### src/rtl/ahpc_regs.svh
// Constants of the converter host port: status layout and timing counts.
// Assumes inclusion by bare name; definitions only.
`ifndef AHPC_REGS_SVH
`define AHPC_REGS_SVH

// Status word bit positions
`define AHPC_ST_DONE 0
`define AHPC_ST_RSV1 1
`define AHPC_ST_BYTE 2
`define AHPC_ST_ACQ 3
`define AHPC_ST_RSV4 4
`define AHPC_ST_TRACK 5
`define AHPC_ST_CONV 6
`define AHPC_ST_CAL 7
`define AHPC_STATUS_RESET 8'h81
`define AHPC_RESULT_RESET 16'h0000

// Timing counts in master clock cycles; trim counts in conversions, resolution in bits
`define AHPC_DIV_CYCLES 4
`define AHPC_EXTRA_CYCLES 20
`define AHPC_ACQ_CYCLES 15
`define AHPC_EOC_PULSE 4
`define AHPC_SER_DELAY 4
`define AHPC_CAL_STD 1441020
`define AHPC_CAL_FAST 58280
`define AHPC_TRIM_STD 72051
`define AHPC_TRIM_FAST 2014
`define AHPC_RES_BITS 16

`endif

### src/rtl/ahpc_pkg.sv
// Types shared by the converter host port modules.
// Assumes nothing of its surroundings.
package ahpc_pkg;

  typedef enum logic [1:0] {
    st_cal,
    st_track,
    st_conv,
    st_extra
  } ahpc_state_type;

endpackage : ahpc_pkg

### src/rtl/ahpc_sync.sv
// Two-stage synchroniser for pins entering the mclk domain.
// Assumes each bit is a slow level; no word coherence is kept.
`timescale 1ns/1ns
module ahpc_sync #(
  parameter int WIDTH = 1,
  parameter logic [WIDTH-1:0] RST_VAL = '0
)(
  // Clock and reset
  input wire logic mclk,
  input wire logic rst_n,
  // Pins and synchronised copies
  input wire logic [WIDTH-1:0] pin_in,
  output logic [WIDTH-1:0] sync_out
);

  logic [WIDTH-1:0] meta_reg;

  if (WIDTH < 1)
  begin : g_bad_width
    $error("ahpc_sync needs WIDTH of at least one");
  end

  always_ff @(posedge mclk or negedge rst_n)
  begin
    if (!rst_n)
    begin
      meta_reg <= RST_VAL;
      sync_out <= RST_VAL;
    end
    else
    begin
      meta_reg <= pin_in;
      sync_out <= meta_reg;
    end
  end

endmodule : ahpc_sync

### src/rtl/ahpc_serial_out.sv
// Serial result output: delays each decided bit and strobes it out.
// Assumes decisions arrive no closer than every four cycles.
`timescale 1ns/1ns
`include "ahpc_regs.svh"
module ahpc_serial_out #(
  parameter int DELAY = `AHPC_SER_DELAY
)(
  // Clock and reset
  input wire logic mclk,
  input wire logic rst_n,
  // Bit decisions
  input wire logic bit_valid,
  input wire logic bit_value,
  // Serial pins
  output logic serial_bit_out,
  output logic bit_strobe_out
);

  logic [DELAY-2:0] vpipe_reg;
  logic [DELAY-2:0] bpipe_reg;
  logic upd_reg;
  logic upd_d_reg;

  if (DELAY < 2)
  begin : g_bad_delay
    $error("ahpc_serial_out needs DELAY of at least two");
  end

  // Bit lands on the pin DELAY cycles after its decision
  always_ff @(posedge mclk or negedge rst_n)
  begin
    if (!rst_n)
    begin
      vpipe_reg <= '0;
      bpipe_reg <= '0;
      serial_bit_out <= 1'b0;
      upd_reg <= 1'b0;
    end
    else
    begin
      vpipe_reg <= (DELAY-1)'({vpipe_reg, bit_valid});
      bpipe_reg <= (DELAY-1)'({bpipe_reg, bit_value});
      upd_reg <= vpipe_reg[DELAY-2];
      if (vpipe_reg[DELAY-2])
        serial_bit_out <= bpipe_reg[DELAY-2]; // RULE22
    end
  end

  // Strobe is driven off the pin update, not the decision, so the final
  // bit still gets a rising edge after the conversion ends
  always_ff @(posedge mclk or negedge rst_n)
  begin
    if (!rst_n)
    begin
      upd_d_reg <= 1'b0;
      bit_strobe_out <= 1'b1;
    end
    else
    begin
      upd_d_reg <= upd_reg;
      bit_strobe_out <= !(upd_reg || upd_d_reg); // RULE23
    end
  end
endmodule : ahpc_serial_out

### src/rtl/ahpc_ctrl.sv
// Converter host port: calibration control, status, result readout,
// end-of-convert and serial output of a self-calibrating SAR converter.
// Assumes all pin inputs are asynchronous to mclk; the comparator decision
// comes from the analog core; the bus wire is resolved outside.
// Operation
// RULE1: Any reset starts exactly one full calibration cycle.
// RULE2: Host should avoid burst calibration; reset calibration is preferred.
// RULE3: Interleave adds one experiment per conversion, trim updates per set.
// RULE4: Interleave starts with trim pin and select low; adds 20 cycles. Here the unlatched trim pin low starts it even with select high.
// RULE5: Once chosen, interleave should run continuously, not intermittently.
// RULE6: Select and strobe low drive result (port high) or status (low).
// RULE7: Host polls busy by masking status with 01000000.
// RULE8: Status read while hold strobe low is a software reset.
// RULE9: Ready goes low when a conversion ends with valid data.
// RULE10: Ready returns high within four cycles of data read or start.
// RULE11: Status bit 0 falls at conversion end, rises on next read.
// RULE12: Status bits 1 and 4 are reserved.
// RULE13: Status bit 2 shows which byte the next read returns.
// RULE14: Bits 3,5,6,7 show acquired, tracking, converting, calibrating.
// RULE15: Word mode presents the full result left-justified on D15 down.
// RULE16: Byte mode gives upper byte first, then zero-padded lower byte.
// RULE17: Byte reads keep alternating until the next conversion ends.
// RULE18: Result is buffered; reads never disturb a conversion.
// RULE19: Standalone ties select and strobe low; outputs always driven.
// RULE20: Free-running needs width high, trim low, hold strobed or looped.
// RULE21: Standalone ready pulses low for four cycles per conversion.
// RULE22: Serial bits go out MSB first, four cycles after decision.
// RULE23: Bit strobe falls after decision, rises when serial data stable.
// RULE24: Select, port and hold low together cause a software reset.
// RULE25: Trim inputs pass latches that close when select goes high. Here the background trim pin also acts unlatched.
// RULE26: Acquired falls fifteen cycles after ready falls.
// RULE27: Hard clear empties all logic, then a full calibration runs. Here the result buffer and serial pipeline keep their contents.
// RULE28: Reserved status bits always read as zero.
`timescale 1ns/1ns
`include "ahpc_regs.svh"
module ahpc_ctrl #(
  parameter int RES_BITS = `AHPC_RES_BITS,
  parameter int CAL_CYCLES = `AHPC_CAL_STD,
  parameter int TRIM_CONVERSIONS = `AHPC_TRIM_STD
)(
  // Clock and reset
  input wire logic mclk,
  input wire logic rst_n,
  // Host strobes and control pins
  input wire logic hard_clear,
  input wire logic device_select_n,
  input wire logic output_strobe_n,
  input wire logic port_select,
  input wire logic sample_strobe_n,
  input wire logic word_width_sel,
  input wire logic trim_request,
  input wire logic background_trim_n,
  // Analog core
  input wire logic comp_decision,
  // Data bus pins
  output logic [15:0] data_out,
  output logic data_oe_n,
  // Event and serial pins
  output logic result_ready_n,
  output logic acquired_n,
  output logic serial_bit_out,
  output logic bit_strobe_out
);

  localparam int CW = $clog2(CAL_CYCLES + 1);
  localparam int TW = $clog2(TRIM_CONVERSIONS + 1);

  if (RES_BITS != 12 && RES_BITS != 14 && RES_BITS != 16)
  begin : g_bad_res
    $error("RES_BITS must be 12, 14 or 16");
  end
  if (CAL_CYCLES < 2 || TRIM_CONVERSIONS < 2)
  begin : g_bad_counts
    $error("calibration counts must be at least two");
  end

  function automatic logic [15:0] set_bit(input logic [15:0] word,
                                          input logic [3:0] pos,
                                          input logic val);
    logic [15:0] res;
    res = word;
    res[pos] = val;
    return res;
  endfunction : set_bit

  logic [8:0] sync_vec;
  logic hclr_s;
  logic cs_n_s;
  logic rd_n_s;
  logic ps_s;
  logic hold_n_s;
  logic bw_s;
  logic cal_s;
  logic ilv_n_s;
  logic comp_s;

  ahpc_sync #(
    .WIDTH(9),
    .RST_VAL(9'h0FA)
  ) u_sync (
    .mclk(mclk),
    .rst_n(rst_n),
    .pin_in({hard_clear, device_select_n, output_strobe_n, port_select,
             sample_strobe_n, word_width_sel, trim_request,
             background_trim_n, comp_decision}),
    .sync_out(sync_vec)
  );

  assign {hclr_s, cs_n_s, rd_n_s, ps_s, hold_n_s, bw_s, cal_s, ilv_n_s,
          comp_s} = sync_vec;

  ahpc_pkg::ahpc_state_type state_reg;
  logic [CW-1:0] cal_cnt_reg;
  logic burst_reg;
  logic [3:0] bit_idx_reg;
  logic [15:0] sar_reg;
  logic [15:0] result_reg;
  logic [4:0] extra_cnt_reg;
  logic [TW-1:0] trim_cnt_reg;
  logic trim_update_reg;
  logic [1:0] div_reg;
  logic trim_lat_reg;
  logic ilv_n_lat_reg;
  logic rd_prev_reg;
  logic rd_ps_reg;
  logic [1:0] eoc_cnt_reg;
  logic [3:0] acq_cnt_reg;
  logic byte_ptr_reg;
  logic done_flag_reg;
  logic [7:0] status;
  logic [3:0] pos;

  wire sel_rd = !cs_n_s && !rd_n_s;
  wire soft_rst = !cs_n_s && !ps_s && !hold_n_s; // RULE8 RULE24
  wire clear = hclr_s || soft_rst; // RULE27
  wire tick = (div_reg == 2'(`AHPC_DIV_CYCLES - 1));
  wire ilv_act = !ilv_n_lat_reg || !ilv_n_s; // RULE4
  wire rd_start = sel_rd && !rd_prev_reg;
  wire data_rd = rd_start && ps_s;
  wire data_rd_end = !sel_rd && rd_prev_reg && rd_ps_reg;
  wire standalone = sel_rd && ps_s; // RULE19
  wire in_cal = (state_reg == ahpc_pkg::st_cal);
  wire in_track = (state_reg == ahpc_pkg::st_track);
  wire in_conv = (state_reg == ahpc_pkg::st_conv);
  wire in_extra = (state_reg == ahpc_pkg::st_extra);
  wire decide = !clear && in_conv && tick;
  wire conv_start = !clear && in_track && !trim_lat_reg && tick && !hold_n_s;
  wire conv_fin = !clear && ((decide && bit_idx_reg == 4'h0 && !ilv_act) ||
                  (in_extra && extra_cnt_reg == 5'h00));
  wire cal_fin = !clear && in_cal &&
                 (burst_reg ? !trim_lat_reg : cal_cnt_reg == '0);
  wire finish = conv_fin || cal_fin;

  assign pos = 4'(16 - RES_BITS) + bit_idx_reg;

  // Internal conversion rate is mclk divided by four
  always_ff @(posedge mclk or negedge rst_n)
  begin
    if (!rst_n)
      div_reg <= 2'h0;
    else
      div_reg <= div_reg + 2'h1;
  end

  // Latches are transparent while selected, so tied-low select tracks pins
  always_ff @(posedge mclk or negedge rst_n)
  begin
    if (!rst_n)
    begin
      trim_lat_reg <= 1'b0;
      ilv_n_lat_reg <= 1'b1;
    end
    else if (!cs_n_s)
    begin
      trim_lat_reg <= cal_s; // RULE25
      ilv_n_lat_reg <= ilv_n_s; // RULE25
    end
  end

  // Sequencer: calibration, tracking, bit decisions, interleave experiment
  always_ff @(posedge mclk or negedge rst_n)
  begin
    if (!rst_n)
    begin
      state_reg <= ahpc_pkg::st_cal;
      cal_cnt_reg <= CW'(CAL_CYCLES - 1);
      burst_reg <= 1'b0;
      bit_idx_reg <= 4'h0;
      sar_reg <= 16'h0000;
      extra_cnt_reg <= 5'h00;
    end
    else if (clear)
    begin
      state_reg <= ahpc_pkg::st_cal; // RULE1
      cal_cnt_reg <= CW'(CAL_CYCLES - 1); // RULE27
      burst_reg <= 1'b0;
    end
    else
    begin
      case (state_reg)
        ahpc_pkg::st_cal:
        begin
          if (cal_fin)
            state_reg <= ahpc_pkg::st_track;
          else if (!burst_reg)
            cal_cnt_reg <= cal_cnt_reg - CW'(1); // RULE1
        end
        ahpc_pkg::st_track:
        begin
          // Burst calibration runs only while the latched request is high
          if (trim_lat_reg)
          begin
            state_reg <= ahpc_pkg::st_cal;
            burst_reg <= 1'b1;
          end
          else if (conv_start)
          begin
            state_reg <= ahpc_pkg::st_conv;
            bit_idx_reg <= 4'(RES_BITS - 1);
            sar_reg <= 16'h0000;
          end
        end
        ahpc_pkg::st_conv:
        begin
          if (tick)
          begin
            sar_reg <= set_bit(sar_reg, pos, comp_s);
            if (bit_idx_reg != 4'h0)
              bit_idx_reg <= bit_idx_reg - 4'h1;
            else if (ilv_act)
            begin
              state_reg <= ahpc_pkg::st_extra; // RULE3
              extra_cnt_reg <= 5'(`AHPC_EXTRA_CYCLES - 1); // RULE4
            end
            else
              state_reg <= ahpc_pkg::st_track;
          end
        end
        ahpc_pkg::st_extra:
        begin
          if (extra_cnt_reg == 5'h00)
            state_reg <= ahpc_pkg::st_track;
          else
            extra_cnt_reg <= extra_cnt_reg - 5'h01; // RULE4
        end
        default:
          state_reg <= ahpc_pkg::st_cal;
      endcase
    end
  end

  // Trim update after a full set of interleaved experiments
  always_ff @(posedge mclk or negedge rst_n)
  begin
    if (!rst_n)
    begin
      trim_cnt_reg <= '0;
      trim_update_reg <= 1'b0;
    end
    else if (clear)
    begin
      trim_cnt_reg <= '0;
      trim_update_reg <= 1'b0;
    end
    else
    begin
      trim_update_reg <= 1'b0;
      if (conv_fin && in_extra)
      begin
        if (trim_cnt_reg == TW'(TRIM_CONVERSIONS - 1))
        begin
          trim_cnt_reg <= '0;
          trim_update_reg <= 1'b1; // RULE3
        end
        else
          trim_cnt_reg <= trim_cnt_reg + TW'(1);
      end
    end
  end

  // Output buffer decouples reads from the running conversion
  always_ff @(posedge mclk or negedge rst_n)
  begin
    if (!rst_n)
      result_reg <= `AHPC_RESULT_RESET;
    else if (conv_fin)
      result_reg <= in_conv ? set_bit(sar_reg, pos, comp_s) : sar_reg; // RULE18
  end

  // Read tracking; the byte pointer moves at the end of a read so a long
  // strobe never sees the byte change under it
  always_ff @(posedge mclk or negedge rst_n)
  begin
    if (!rst_n)
    begin
      rd_prev_reg <= 1'b0;
      rd_ps_reg <= 1'b0;
      byte_ptr_reg <= 1'b1;
      done_flag_reg <= 1'b1;
    end
    else
    begin
      rd_prev_reg <= sel_rd;
      if (sel_rd)
        rd_ps_reg <= ps_s;
      if (clear || finish)
        byte_ptr_reg <= 1'b1; // RULE16
      else if (data_rd_end && !bw_s)
        byte_ptr_reg <= !byte_ptr_reg; // RULE17
      if (finish)
        done_flag_reg <= 1'b0; // RULE11
      else if (rd_start || clear)
        done_flag_reg <= 1'b1; // RULE11
    end
  end

  // End-of-convert: falls at completion, a conversion start or a data read
  // raises it; with the port held open it self-ends after four cycles
  always_ff @(posedge mclk or negedge rst_n)
  begin
    if (!rst_n)
    begin
      result_ready_n <= 1'b1;
      eoc_cnt_reg <= 2'h0;
    end
    else if (clear)
      result_ready_n <= 1'b1;
    else if (finish)
    begin
      result_ready_n <= 1'b0; // RULE9
      eoc_cnt_reg <= 2'h0;
    end
    else if (conv_start || data_rd)
      result_ready_n <= 1'b1; // RULE10
    else if (!result_ready_n)
    begin
      eoc_cnt_reg <= eoc_cnt_reg + 2'h1;
      if (standalone && eoc_cnt_reg == 2'(`AHPC_EOC_PULSE - 1))
        result_ready_n <= 1'b1; // RULE21
    end
  end

  // End-of-track counts off the settling time after completion
  always_ff @(posedge mclk or negedge rst_n)
  begin
    if (!rst_n)
    begin
      acquired_n <= 1'b1;
      acq_cnt_reg <= 4'h0;
    end
    else if (clear || conv_start)
    begin
      acquired_n <= 1'b1;
      acq_cnt_reg <= 4'h0;
    end
    else if (finish)
    begin
      acquired_n <= 1'b1;
      acq_cnt_reg <= 4'(`AHPC_ACQ_CYCLES);
    end
    else if (acq_cnt_reg == 4'h1)
    begin
      acquired_n <= 1'b0; // RULE26
      acq_cnt_reg <= 4'h0;
    end
    else if (acq_cnt_reg != 4'h0)
      acq_cnt_reg <= acq_cnt_reg - 4'h1;
  end

  always_comb
  begin
    status = 8'h00; // RULE28
    status[`AHPC_ST_DONE] = done_flag_reg;
    status[`AHPC_ST_BYTE] = byte_ptr_reg; // RULE13
    status[`AHPC_ST_ACQ] = acquired_n; // RULE14
    status[`AHPC_ST_TRACK] = in_track; // RULE14
    status[`AHPC_ST_CONV] = in_conv || in_extra; // RULE14
    status[`AHPC_ST_CAL] = in_cal; // RULE14
  end

  // Bus drivers; enable is low while the port drives
  always_ff @(posedge mclk or negedge rst_n)
  begin
    if (!rst_n)
    begin
      data_oe_n <= 1'b1;
      data_out <= 16'h0000;
    end
    else
    begin
      data_oe_n <= !sel_rd; // RULE6
      if (!ps_s)
        data_out <= {8'h00, status}; // RULE6 RULE12
      else if (bw_s)
        data_out <= result_reg; // RULE15
      else if (byte_ptr_reg)
        data_out <= {8'h00, result_reg[15:8]}; // RULE16
      else
        data_out <= {8'h00, result_reg[7:0]}; // RULE16
    end
  end

  ahpc_serial_out #(
    .DELAY(`AHPC_SER_DELAY)
  ) u_serial (
    .mclk(mclk),
    .rst_n(rst_n),
    .bit_valid(decide),
    .bit_value(comp_s),
    .serial_bit_out(serial_bit_out),
    .bit_strobe_out(bit_strobe_out)
  );
endmodule : ahpc_ctrl

### config.mk
export PLATFORM = sky130hd
export DESIGN_NAME = ahpc_ctrl
export DESIGN_NICKNAME = d
export VERILOG_FILES = /design/src/rtl/ahpc_pkg.sv /design/src/rtl/ahpc_sync.sv /design/src/rtl/ahpc_serial_out.sv /design/src/rtl/ahpc_ctrl.sv
export VERILOG_INCLUDE_DIRS = /design/src /design/src/rtl
export SDC_FILE = /design/constraint.sdc
export NUM_CORES = 1
export LEC_CHECK = 0
export ABC_CLOCK_PERIOD_IN_PS = 2100
export BUFFER_PORTS_ARGS = -buffer_cell sky130_fd_sc_hd__buf_4
export CORE_MARGIN = 1
export CORE_UTILIZATION = 40
export DETAILED_ROUTE_END_ITERATION = 10
export GPL_TIMING_DRIVEN = 0
export SYNTH_ARGS = -nofsm -noshare
export SYNTH_HDL_FRONTEND = slang
export SYNTH_SLANG_ARGS = --single-unit
### constraint.sdc
create_clock -name mclk -period 2.1 [get_ports mclk]
set_input_delay 0.105 -clock mclk [delete_from_list [all_inputs] [get_ports mclk]]
set_output_delay 0.105 -clock mclk [all_outputs]
set_load 0.02 [all_outputs]
Yosys cells after proc, flatten, opt, wreduce, memory -nomap -nowiden
Index checks and enable logic that the tools add are counted.
{ "totals": {"register_bits": 126, "elab_cells": 185, "input_bits": 11, "output_inout_bits": 21} }
{ "classes": {"muxes": 57, "bitwise_logic": 1, "n_reduce_logical": 69, "addsub": 6, "n_lt_le_gt_ge": 2, "eq_ne": 22} }
{ "ops": {"columns": ["cell", "count"], "rows": [
  ["2-to-1 mux 16 bit", 6],
  ["2-to-1 mux 21 bit", 4],
  ["2-to-1 mux 4 bit", 8],
  ["one-hot mux 16 bit (2 select lines)", 1],
  ["logical AND 1 bit", 23],
  ["2-to-1 mux 2 bit", 11],
  ["logical NOT 21 bit", 1],
  ["subtractor 21 x 1 -> 21 bit, second input constant", 1],
  ["2-to-1 mux 5 bit", 4],
  ["2-to-1 mux 1 bit", 17],
  ["bitwise mux 16 bit", 1],
  ["logical NOT 1 bit", 14],
  ["!= test 2 bit, second input constant", 7],
  ["nonzero test 2 bit", 7],
  ["AND reduction 6 bit", 2],
  ["nonzero test 4 bit", 3],
  ["logical OR 1 bit", 10],
  ["one-hot mux 5 bit (2 select lines)", 1],
  ["AND reduction 5 bit", 2],
  ["equality test 2 bit, second input constant", 4],
  ["2-to-1 mux 8 bit", 1],
  ["!= test 2 x 1 -> 1 bit, second input constant", 4],
  ["one-hot mux 2 bit (4 select lines)", 1],
  ["one-hot mux 4 bit (2 select lines)", 1],
  ["other kinds (18)", 23]
]} }

Longest topological paths before layout
Gate-level depths: netlist (run 1).
{ "logic_depth": {"word_depth": 14, "mapped_depth": 9, "mapped_depth_nobuf": 7} }

Hierarchy
Synthesis (run 1) repeated with hierarchy kept, for this count alone.
{ "unflattened": {"cells_unflattened": 559, "hier_area_um2": 5820.6} }
{ "modules_own_cells": {"columns": ["mod", "cells_per_inst", "area_per_inst_um2", "seq_area_each_um2", "n_inst"], "rows": [
  ["ahpc_ctrl", 529, 5084.9, 2479.9, 1],
  ["ahpc_sync", 18, 465.4, 465.4, 1],
  ["ahpc_serial_out", 12, 270.3, 251.5, 1]
]} }

Worst setup path after synthesis (run 1)
Ideal clock, no wire load.
{ "synth_path": {"path_kind": "register to register", "startpoint": "reg cal_cnt_reg[2]", "endpoint": "reg cal_cnt_reg[2]", "path_stages_with_launch": 7, "setup_time_ns": 0.133, "path_slack_ns": -0.113, "path_buffers": 1, "period_less_slack_ns": 2.213, "t_required_ns": 1.967, "t_arrival_ns": 2.080, "path_cell_list": "dfrtp_1 or4_4 or4_1 clkbuf_2 o211ai_1 xor2_1 nor2_1"} }
{ "synth_via": {"elab_chain_cells": 5, "elab_cells_between_ends": 10, "classes_between": "1 x add/sub; 1 x eq/ne; 5 x mux; 3 x reduce/logical"} }
{ "synth_rtl": {"columns": ["element", "line", "text"], "rows": [
  ["start: declaration", "ahpc_ctrl.sv:113", "logic [CW-1:0] cal_cnt_reg;"],
  ["start signal: assignment", "ahpc_ctrl.sv:186", "cal_cnt_reg <= CW'(CAL_CYCLES - 1);"],
  ["start signal: assignment", "ahpc_ctrl.sv:195", "cal_cnt_reg <= CW'(CAL_CYCLES - 1);"],
  ["start signal: assignment", "ahpc_ctrl.sv:206", "cal_cnt_reg <= cal_cnt_reg - CW'(1);"],
  ["subtractor 21 x 1 -> 21 bit or logical NOT 21 bit (tied branches)", "ahpc_ctrl.sv:206, ahpc_ctrl.sv:151", null],
  ["2-to-1 mux 21 bit or 2-to-1 mux 1 bit (tied branches)", "ahpc_ctrl.sv:205, ahpc_ctrl.sv:151", null],
  ["2-to-1 mux 21 bit or logical AND 1 bit (tied branches)", "ahpc_ctrl.sv:203, ahpc_ctrl.sv:150", null],
  ["2-to-1 mux 21 bit or != test 2 bit (tied branches)", null, null],
  ["2-to-1 mux 21 bit or AND reduction 3 bit (tied branches)", null, null]
]} }
Several ways; a longest one is shown, not always the timed one. The select of a mux whose other input is x is not followed.
A chain may end at the register's enable or synchronous reset.

Worst setup path in the final report (run 1)
{ "layout_path": {"startpoint": "reg cal_cnt_reg[3]", "endpoint": "reg cal_cnt_reg[2]"} }
{ "layout_via": {"elab_chain_cells": 5} }
{ "layout_rtl": {"columns": ["element", "line", "text"], "rows": [
  ["logical NOT 21 bit", "ahpc_ctrl.sv:151", "(burst_reg ? !trim_lat_reg : cal_cnt_reg == '0);"],
  ["2-to-1 mux 1 bit", "ahpc_ctrl.sv:151", null],
  ["logical AND 1 bit", "ahpc_ctrl.sv:150", "wire cal_fin = !clear && in_cal &&"],
  ["!= test 2 bit (no line)", null, null],
  ["AND reduction 3 bit (no line)", null, null]
]} }
Every way passes these cells.

==> flow_summary_export.csv, run 1 <==
group,metric,value,unit
timing,whs,0.120,ns
finish,diodes,0,
clock_network,insertion_delay,0.43,ns
clock_network,cts_buffers,17,
timing,finalCritPeriodShare,1.08,
route,vias_per_cell,5.34,
critical_path,critPathBufInv,1,
route,drcViolationCount,0,
finish,fillers,1248,
critical_path,path_cells,"or4_4 > or4_4 > buf_8 > o211ai_1 > xor2_1 > nor2_1",
timing,period_needed,2.26,ns
critical_path,r2r_start,"cal_cnt_reg[3]$_DFFE_PN1P_",
clock_network,htreeDepth,4,
yosys,syn_inst,558,
clock_network,cts.clk_slew.worst_paths,0.06,ns
route,wl_per_cell,16.6,um
yosys,yosys.area.top_type_share,0.386,
place,dp_hpwl,8820,um
floorplan,die_area,15300,sq um
critical_path,crit_path_frequent_cell,"or4_4",
timing,finalSetupViolations,26,
yosys,netlist_top_cells_count,"dfrtp_1 (91), nand2_1 (69), o21ai_0 (48)",
finish,drive_gt1_frac,0.302,
yosys,netlist_top_cells_area,"dfrtp_1 (39%), dfstp_2 (16%), mux2i_1 (6.8%)",
clock_network,cts_root_buffer,"clkbuf_16",
place,gp_congestion,0.842,
finish,seq_area,3200,sq um
yosys,synth-edff-count,0,
pwr,p_sw_frac,0.222,
yosys,yosys_register_bits,126,
route,drt_wl_total,13900,um
yosys,syn_nets,586,
global_route,grt_max_degree,97,
critical_path,cp_top_family,"simple AND/OR/NAND/NOR gates",
timing,hold_violations,0,
pwr,p_int,4.43,mW
timing,worst_slack,-0.158,ns
pwr,switchingPower,1.26,mW
floorplan,die_h,123,um
yosys,synth_top_area_cell,"dfrtp_1",
global_route,antenna_found_initial,0,
yosys,synth_area,5900,sq um
critical_path,critPathArrivalTime,2.57,ns
pwr,power_frac_seq,0.442,
floorplan,io_pins,32,
critical_path,cp-start-kind,"register",
route,ant_nets,0,
pwr,ir_worst_vdd,0.000649,V
finish,area_delta_synth_final,28.7,%
global_route,grt_pass1_vias,4447,
pwr,powerDensity,750,nW/um^2
timing,fmax,443,MHz
yosys,ys_seq_area_frac,0.541,
timing,fin_worst_skew,0.00925,ns
outcome,status,"finished, violations left",
yosys,ys_warn_count,0,
run,maxCapViolCount,0,
critical_path,end_kind,"register",
finish,finish.instance_area,7600,sq um
timing,relSlewSlack,0.590,
place,placed_cell_area,6420,sq um
hold_path,hold_path.class,"in2async",
clock_network,cts_sinks,126,
outcome,violations,"negative setup slack",
yosys,synthDistinctLibCells,59,
yosys,ys.flop_type,"dfrtp_1",
global_route,grt-ovfl-total,0,
global_route,grtUsageTotal,0.194,
pwr,combinationalPowerShare,0.036,
critical_path,worst_path_max_delay_cell,"or4_4",
yosys,async_reset_ff_frac,1.00,
critical_path,critPathRequiredTime,2.41,ns
floorplan,initial_core_util,0.408,
timing,drv_slew,0,
pwr,totalPowerFinal,5.70,mW
floorplan,core,14500,sq um
critical_path,startpoint,"cal_cnt_reg[3]$_DFFE_PN1P_",
floorplan,rows,44,
pwr,p_leak,3.39,nW
global_route,grt_pass1_wl,22400,um
finish,layout.nets,665,
finish,largest_register_ffs,21,
route,drtIter0Drc,342,
yosys,synth_most_common_cell,"dfrtp_1",
critical_path,crit_type,"reg2reg",
route,vias,4453,
timing,worst_pin_slew,0.615,ns
critical_path,slowest_delay,0.56,ns
clock_network,tritoncts,"yes",
floorplan,die_w,123,um
route,drtPass1Iterations,4,
place,io_buffers,31,
clock_network,clk_path_buf_depth,2,
critical_path,path_max_fanout,5,
yosys,syn_avg_cell_area,10.6,sq um
timing,rsz0062_at_grt,"true",
pwr,pwr-share-clk,0.522,
finish,multi_input_area,2800,sq um
[final timing paths]
check                                                   to  slack, ns  cells past startpoint
setup / recovery                cal_cnt_reg[2]$_DFFE_PN0P_      -0.16                      6
hold / removal             u_serial.bpipe_reg[0]$_DFF_PN0_       0.12                      2
setup reg to reg                cal_cnt_reg[2]$_DFFE_PN0P_      -0.16                      6
hold reg to reg               u_sync.sync_out[2]$_DFF_PN0_       0.34                      0
max in group asynchronous       cal_cnt_reg[8]$_DFFE_PN0P_       1.18                      3
min in group mclk             u_sync.meta_reg[8]$_DFF_PN0_       0.33                      2
[power by group through the flow]
stage                     Combinational, mW  Sequential (mW)  Clock [mW]
after global routing                  0.231             2.52        3.14
after CTS                             0.201             2.52        3.03
after floorplan                      0.0721             2.55           0
final                                 0.204             2.52        2.98
after global placement                0.177             2.55           0
after detailed placement              0.188             2.55           0
[routing by layer]
metal / track usage / part of all wire / wire length (um) / vias to the layer above
met3: 0.0420 / 0.036 / 494 / 23
li1: - / - / - / 2136
met2: 0.304 / 0.48 / 6660 / 78
met5: 0 / 0 / 0 / -
met4: 0.0896 / 0.019 / 268 / 0
met1: 0.255 / 0.46 / 6450 / 2216
[metrics by stage]
stage	instances	utilization	worst slack (ns)	TNS (ns)
after global routing	834	0.525	-0.247	-4.01
after CTS	826	0.509	-0.146	-2.31
final	834	0.525	-0.158	-1.84
after floorplan	558	-	-0.0646	-0.207
after detailed placement	774	0.444	-0.463	-20.44
after global placement	773	0.441	-0.381	-16.17
[worst reg2reg max path, delay by kind of cell (launching register included)]
kind,cells,cell delay (ns)
AND/OR/NAND/NOR,3,1.17
flip-flops,1,0.38
AO/OA/AOI/OAI,1,0.26
XOR/XNOR,1,0.17
buffers and inverters,1,0.16
[cell families after synthesis]
family / Yosys count / synth area share
simple gates: 198 / 0.174
buf+inv: 50 / 0.0335
fa+ha+maj: 17 / 0.0360
mux: 48 / 0.0831
flops: 126 / 0.541
xor+xnor: 11 / 0.0163
compound gates: 108 / 0.115
[timing repair]
item | in CTS | in global routing
hold buffers | 10 | 0
gates resized for setup | 42 | 46
cloned | 2 | 1
endpoints found under the setup margin | 76 | 67
setup buffers | 12 | 8
pin swaps | 5 | 21
endpoints found under the hold margin | 104 | 0
[final cells by class]
class	instances	share of cell area
Sequential cell	126	0.421
Clock inverter	13	0.0221
Buffer	28	0.0196
Clock buffer	19	0.0570
Timing Repair Buffer	64	0.0735
Inverter	17	0.00840
Multi-Input combinational cell	383	0.368
Tap cell	184	0.0303
[cells in the final DEF (no fill, tap or decap), types with 5 or more instances in the layout]
| cell | count |
|---|---|
| a21oi_1 | 17 |
| nor2_1 | 20 |
| clkbuf_16 | 18 |
| o21ai_0 | 39 |
| or3_1 | 6 |
| nand2b_1 | 6 |
| mux2_2 | 8 |
| ha_1 | 11 |
| mux2i_1 | 40 |
| o21ai_1 | 5 |
| dfrtp_1 | 89 |
| ha_2 | 5 |
| nand2_1 | 67 |
| and3_1 | 10 |
| nand3_1 | 21 |
| clkinv_4 | 5 |
| o31ai_1 | 6 |
| clkbuf_2 | 5 |
| dfstp_2 | 35 |
| inv_1 | 15 |
| clkbuf_1 | 18 |
| dlygate4sd3_1 | 10 |
| nor2b_1 | 7 |
| or4_4 | 6 |
| xor2_1 | 8 |
| buf_4 | 48 |
| nor3_1 | 11 |
(Power assumes the default switching activity.)
==> run 2: changes to the inputs <==
- CORE_UTILIZATION: 40 -> 55
- PLACE_DENSITY: default -> 0.76
==> run 2 against run 1 <==
The flow still finishes with violations (negative setup slack). Routed wire length decreased by 0.23%. Largest power group unchanged. Worst setup slack worse by 0.071 ns. Worst hold slack worse by 0.0069 ns. Power is 3.9% lower. Critical path type unchanged. Cell count down 6.5%. Sequential cell count unchanged. Clock-buffer cell count rose by 6. Combinational power about the same. Via count increased by 2.0%. Sequential share of layout area increased by 1.3 points. Clock skew up 0.0018 ns.
==> flow_summary_export.csv, run 2 (synthesized netlist as in run 1, its figures left out) <==
group,metric,value,unit
pwr,totalPowerFinal,5.48,mW
critical_path,critPathArrivalTime,2.75,ns
hold_path,hold_path.class,"in2async",
floorplan,die_w,106,um
finish,final_common_cell,"dfrtp_1",
floorplan,core,10400,sq um
clock_network,cts.clk_slew.worst_paths,0.06,ns
finish,fillers,717,
global_route,grt_pass1_wl,23000,um
timing,finalSetupViolations,30,
finish,finish.instance_area,7380,sq um
clock_network,cts_root_buffer,"clkbuf_8",
timing,hold_violations,0,
floorplan,die_area,11200,sq um
pwr,combinationalPowerShare,0.037,
floorplan,rows,37,
critical_path,critPathRequiredTime,2.52,ns
pwr,power_frac_seq,0.460,
clock_network,tritoncts,"yes",
critical_path,path_max_fanout,5,
pwr,p_int,4.31,mW
global_route,grtUsageTotal,0.268,
pwr,pwr-share-clk,0.503,
clock_network,insertion_delay,0.54,ns
clock_network,cts_buffers,17,
timing,drv_slew,0,
finish,final_core_util,0.711,
critical_path,end_kind,"register",
pwr,powerDensity,742,nW/um^2
pwr,ir_worst_vdd,0.000514,V
place,io_buffers,31,
critical_path,reg2reg_to,"cal_cnt_reg[2]$_DFFE_PN0P_",
timing,worst_slack,-0.229,ns
place,dp_hpwl,8660,um
timing,period_needed,2.33,ns
finish,fin_cells,780,
global_route,antenna_found_initial,0,
finish,largest_register_ffs,21,
timing,setup_tns,-3.50,ns
outcome,status,"finished, violations left",
critical_path,critPathBufInv,1,
place,gp_congestion,0.857,
route,ant_nets,0,
place,pre_cts_slack,-0.448,ns
finish,layout.nets,659,
timing,fin_worst_skew,0.0110,ns
critical_path,rrSetupSlack,-0.23,ns
clock_network,clk_path_buf_depth,2,
critical_path,r2r_start,"cal_cnt_reg[8]$_DFFE_PN0P_",
critical_path,slowest_delay,0.56,ns
place,placed_cell_area,6360,sq um
pwr,switchingPower,1.17,mW
finish,seq_area,3200,sq um
floorplan,io_pins,32,
critical_path,worst_path_max_delay_cell,"or4_4",
finish,diodes,0,
route,drt_wl_total,13800,um
timing,rsz0062_at_grt,"true",
critical_path,cp-start-kind,"register",
floorplan,die_h,106,um
critical_path,cp_top_family,"simple AND/OR/NAND/NOR gates",
timing,finalCritPeriodShare,1.11,
global_route,grt_max_degree,65,
floorplan,initial_core_util,0.569,
route,drtPass1Iterations,5,
global_route,grt-ovfl-total,0,
run,maxCapViolCount,0,
pwr,p_leak,3.35,nW
route,drcViolationCount,0,
clock_network,htreeDepth,4,
pwr,p_sw_frac,0.214,
route,vias_per_cell,5.82,
finish,multi_input_area,2710,sq um
critical_path,crit_type,"reg2reg",
route,drtIter0Drc,309,
critical_path,path_cells,"or4_4 > or4_4 > buf_8 > o211ai_1 > xor2_1 > nor2_1",
outcome,violations,"negative setup slack",
critical_path,reg2regPathDepth,6,
route,wl_per_cell,17.7,um
timing,worst_pin_slew,0.594,ns
finish,final_cell_mix,"dfrtp_1 (89), nand2_1 (68), buf_4 (45), o21ai_0 (41), mux2i_1 (40)",
route,vias,4543,
critical_path,crit_path_frequent_cell,"or4_4",
clock_network,cts_sinks,126,
timing,fmax,429,MHz
place,dp_cells,726,
finish,drive_gt1_frac,0.283,
timing,relSlewSlack,0.604,
global_route,grt_pass1_vias,4670,
finish,area_delta_synth_final,24.9,%
timing,whs,0.113,ns
## run 2: cell count changes in the layout (fill, tap and decap cells not counted), moves of 2 or more
cell,previous run,this run
clkbuf_4,2,0
ha_1,11,14
clkbuf_8,0,4
ha_2,5,2
buf_8,1,3
buf_4,48,45
o21ai_0,39,41
clkinv_4,5,0
buf_2,2,4
o211ai_4,3,1
clkbuf_2,5,2
or3_2,1,3
clkbuf_1,18,22
clkbuf_16,18,16
## run 2: repair_timing
action                                 in CTS  in global routing
setup endpoints to repair                  73                 68
gates resized for setup                    45                 35
hold buffers                               10                  0
pin swaps                                  19                 16
buffers inserted                            7                  8
endpoints found under the hold margin      72                  0
cloned                                      2                  0
## run 2: layout make-up
cell class,count,area share
Clock buffer,25,0.0629
Clock inverter,7,0.0122
Buffer,28,0.0207
Multi-Input combinational cell,382,0.367
Sequential cell,126,0.434
Timing Repair Buffer,59,0.0714
Tap cell,136,0.0231
Inverter,17,0.00865
## run 2: worst reg2reg max path, cell delays in order, from the launching register on
cell      delay (ns)
dfrtp_1         0.39
or4_4           0.55
or4_4           0.56
buf_8           0.16
o211ai_1        0.29
xor2_1          0.20
nor2_1          0.06
## run 2: how the worst max path moves through the flow
| stage | from | end | slack, ns | cells after the start |
|---|---|---|---|---|
| 2_1_floorplan | cal_cnt_reg[4]$_DFFE_PN1P_ | state_reg[0]$_DFFE_PN0P_ | -0.06 | 6 |
| 4_1_cts | cal_cnt_reg[12]$_DFFE_PN1P_ | cal_cnt_reg[2]$_DFFE_PN0P_ | -0.19 | 7 |
| 6_report | cal_cnt_reg[8]$_DFFE_PN0P_ | cal_cnt_reg[2]$_DFFE_PN0P_ | -0.23 | 6 |
| 3_5_place_dp | bit_idx_reg[0]$_DFFE_PN0P_ | state_reg[0]$_DFFE_PN0P_ | -0.45 | 8 |
| 3_3_place_gp | bit_idx_reg[0]$_DFFE_PN0P_ | state_reg[0]$_DFFE_PN0P_ | -0.36 | 8 |
| 5_1_grt | cal_cnt_reg[8]$_DFFE_PN0P_ | cal_cnt_reg[19]$_DFFE_PN0P_ | -0.28 | 7 |
## run 2: per-layer routing
metal | wire [um] | up-vias | track usage
li1 | - | 2117 | -
met1 | 5950 | 2290 | 0.349
met3 | 630 | 21 | 0.0637
met2 | 7010 | 115 | 0.433
met4 | 246 | 0 | 0.113
met5 | 0 | - | 0
## run 2: power by group through the flow
stage	Sequential, mW	Combinational [mW]	Clock [mW]
finish	2.52	0.201	2.76
global route	2.52	0.223	2.90
CTS	2.52	0.199	2.78
detailed placement	2.55	0.184	0
global placement	2.55	0.174	0
floorplan	2.55	0.0721	0
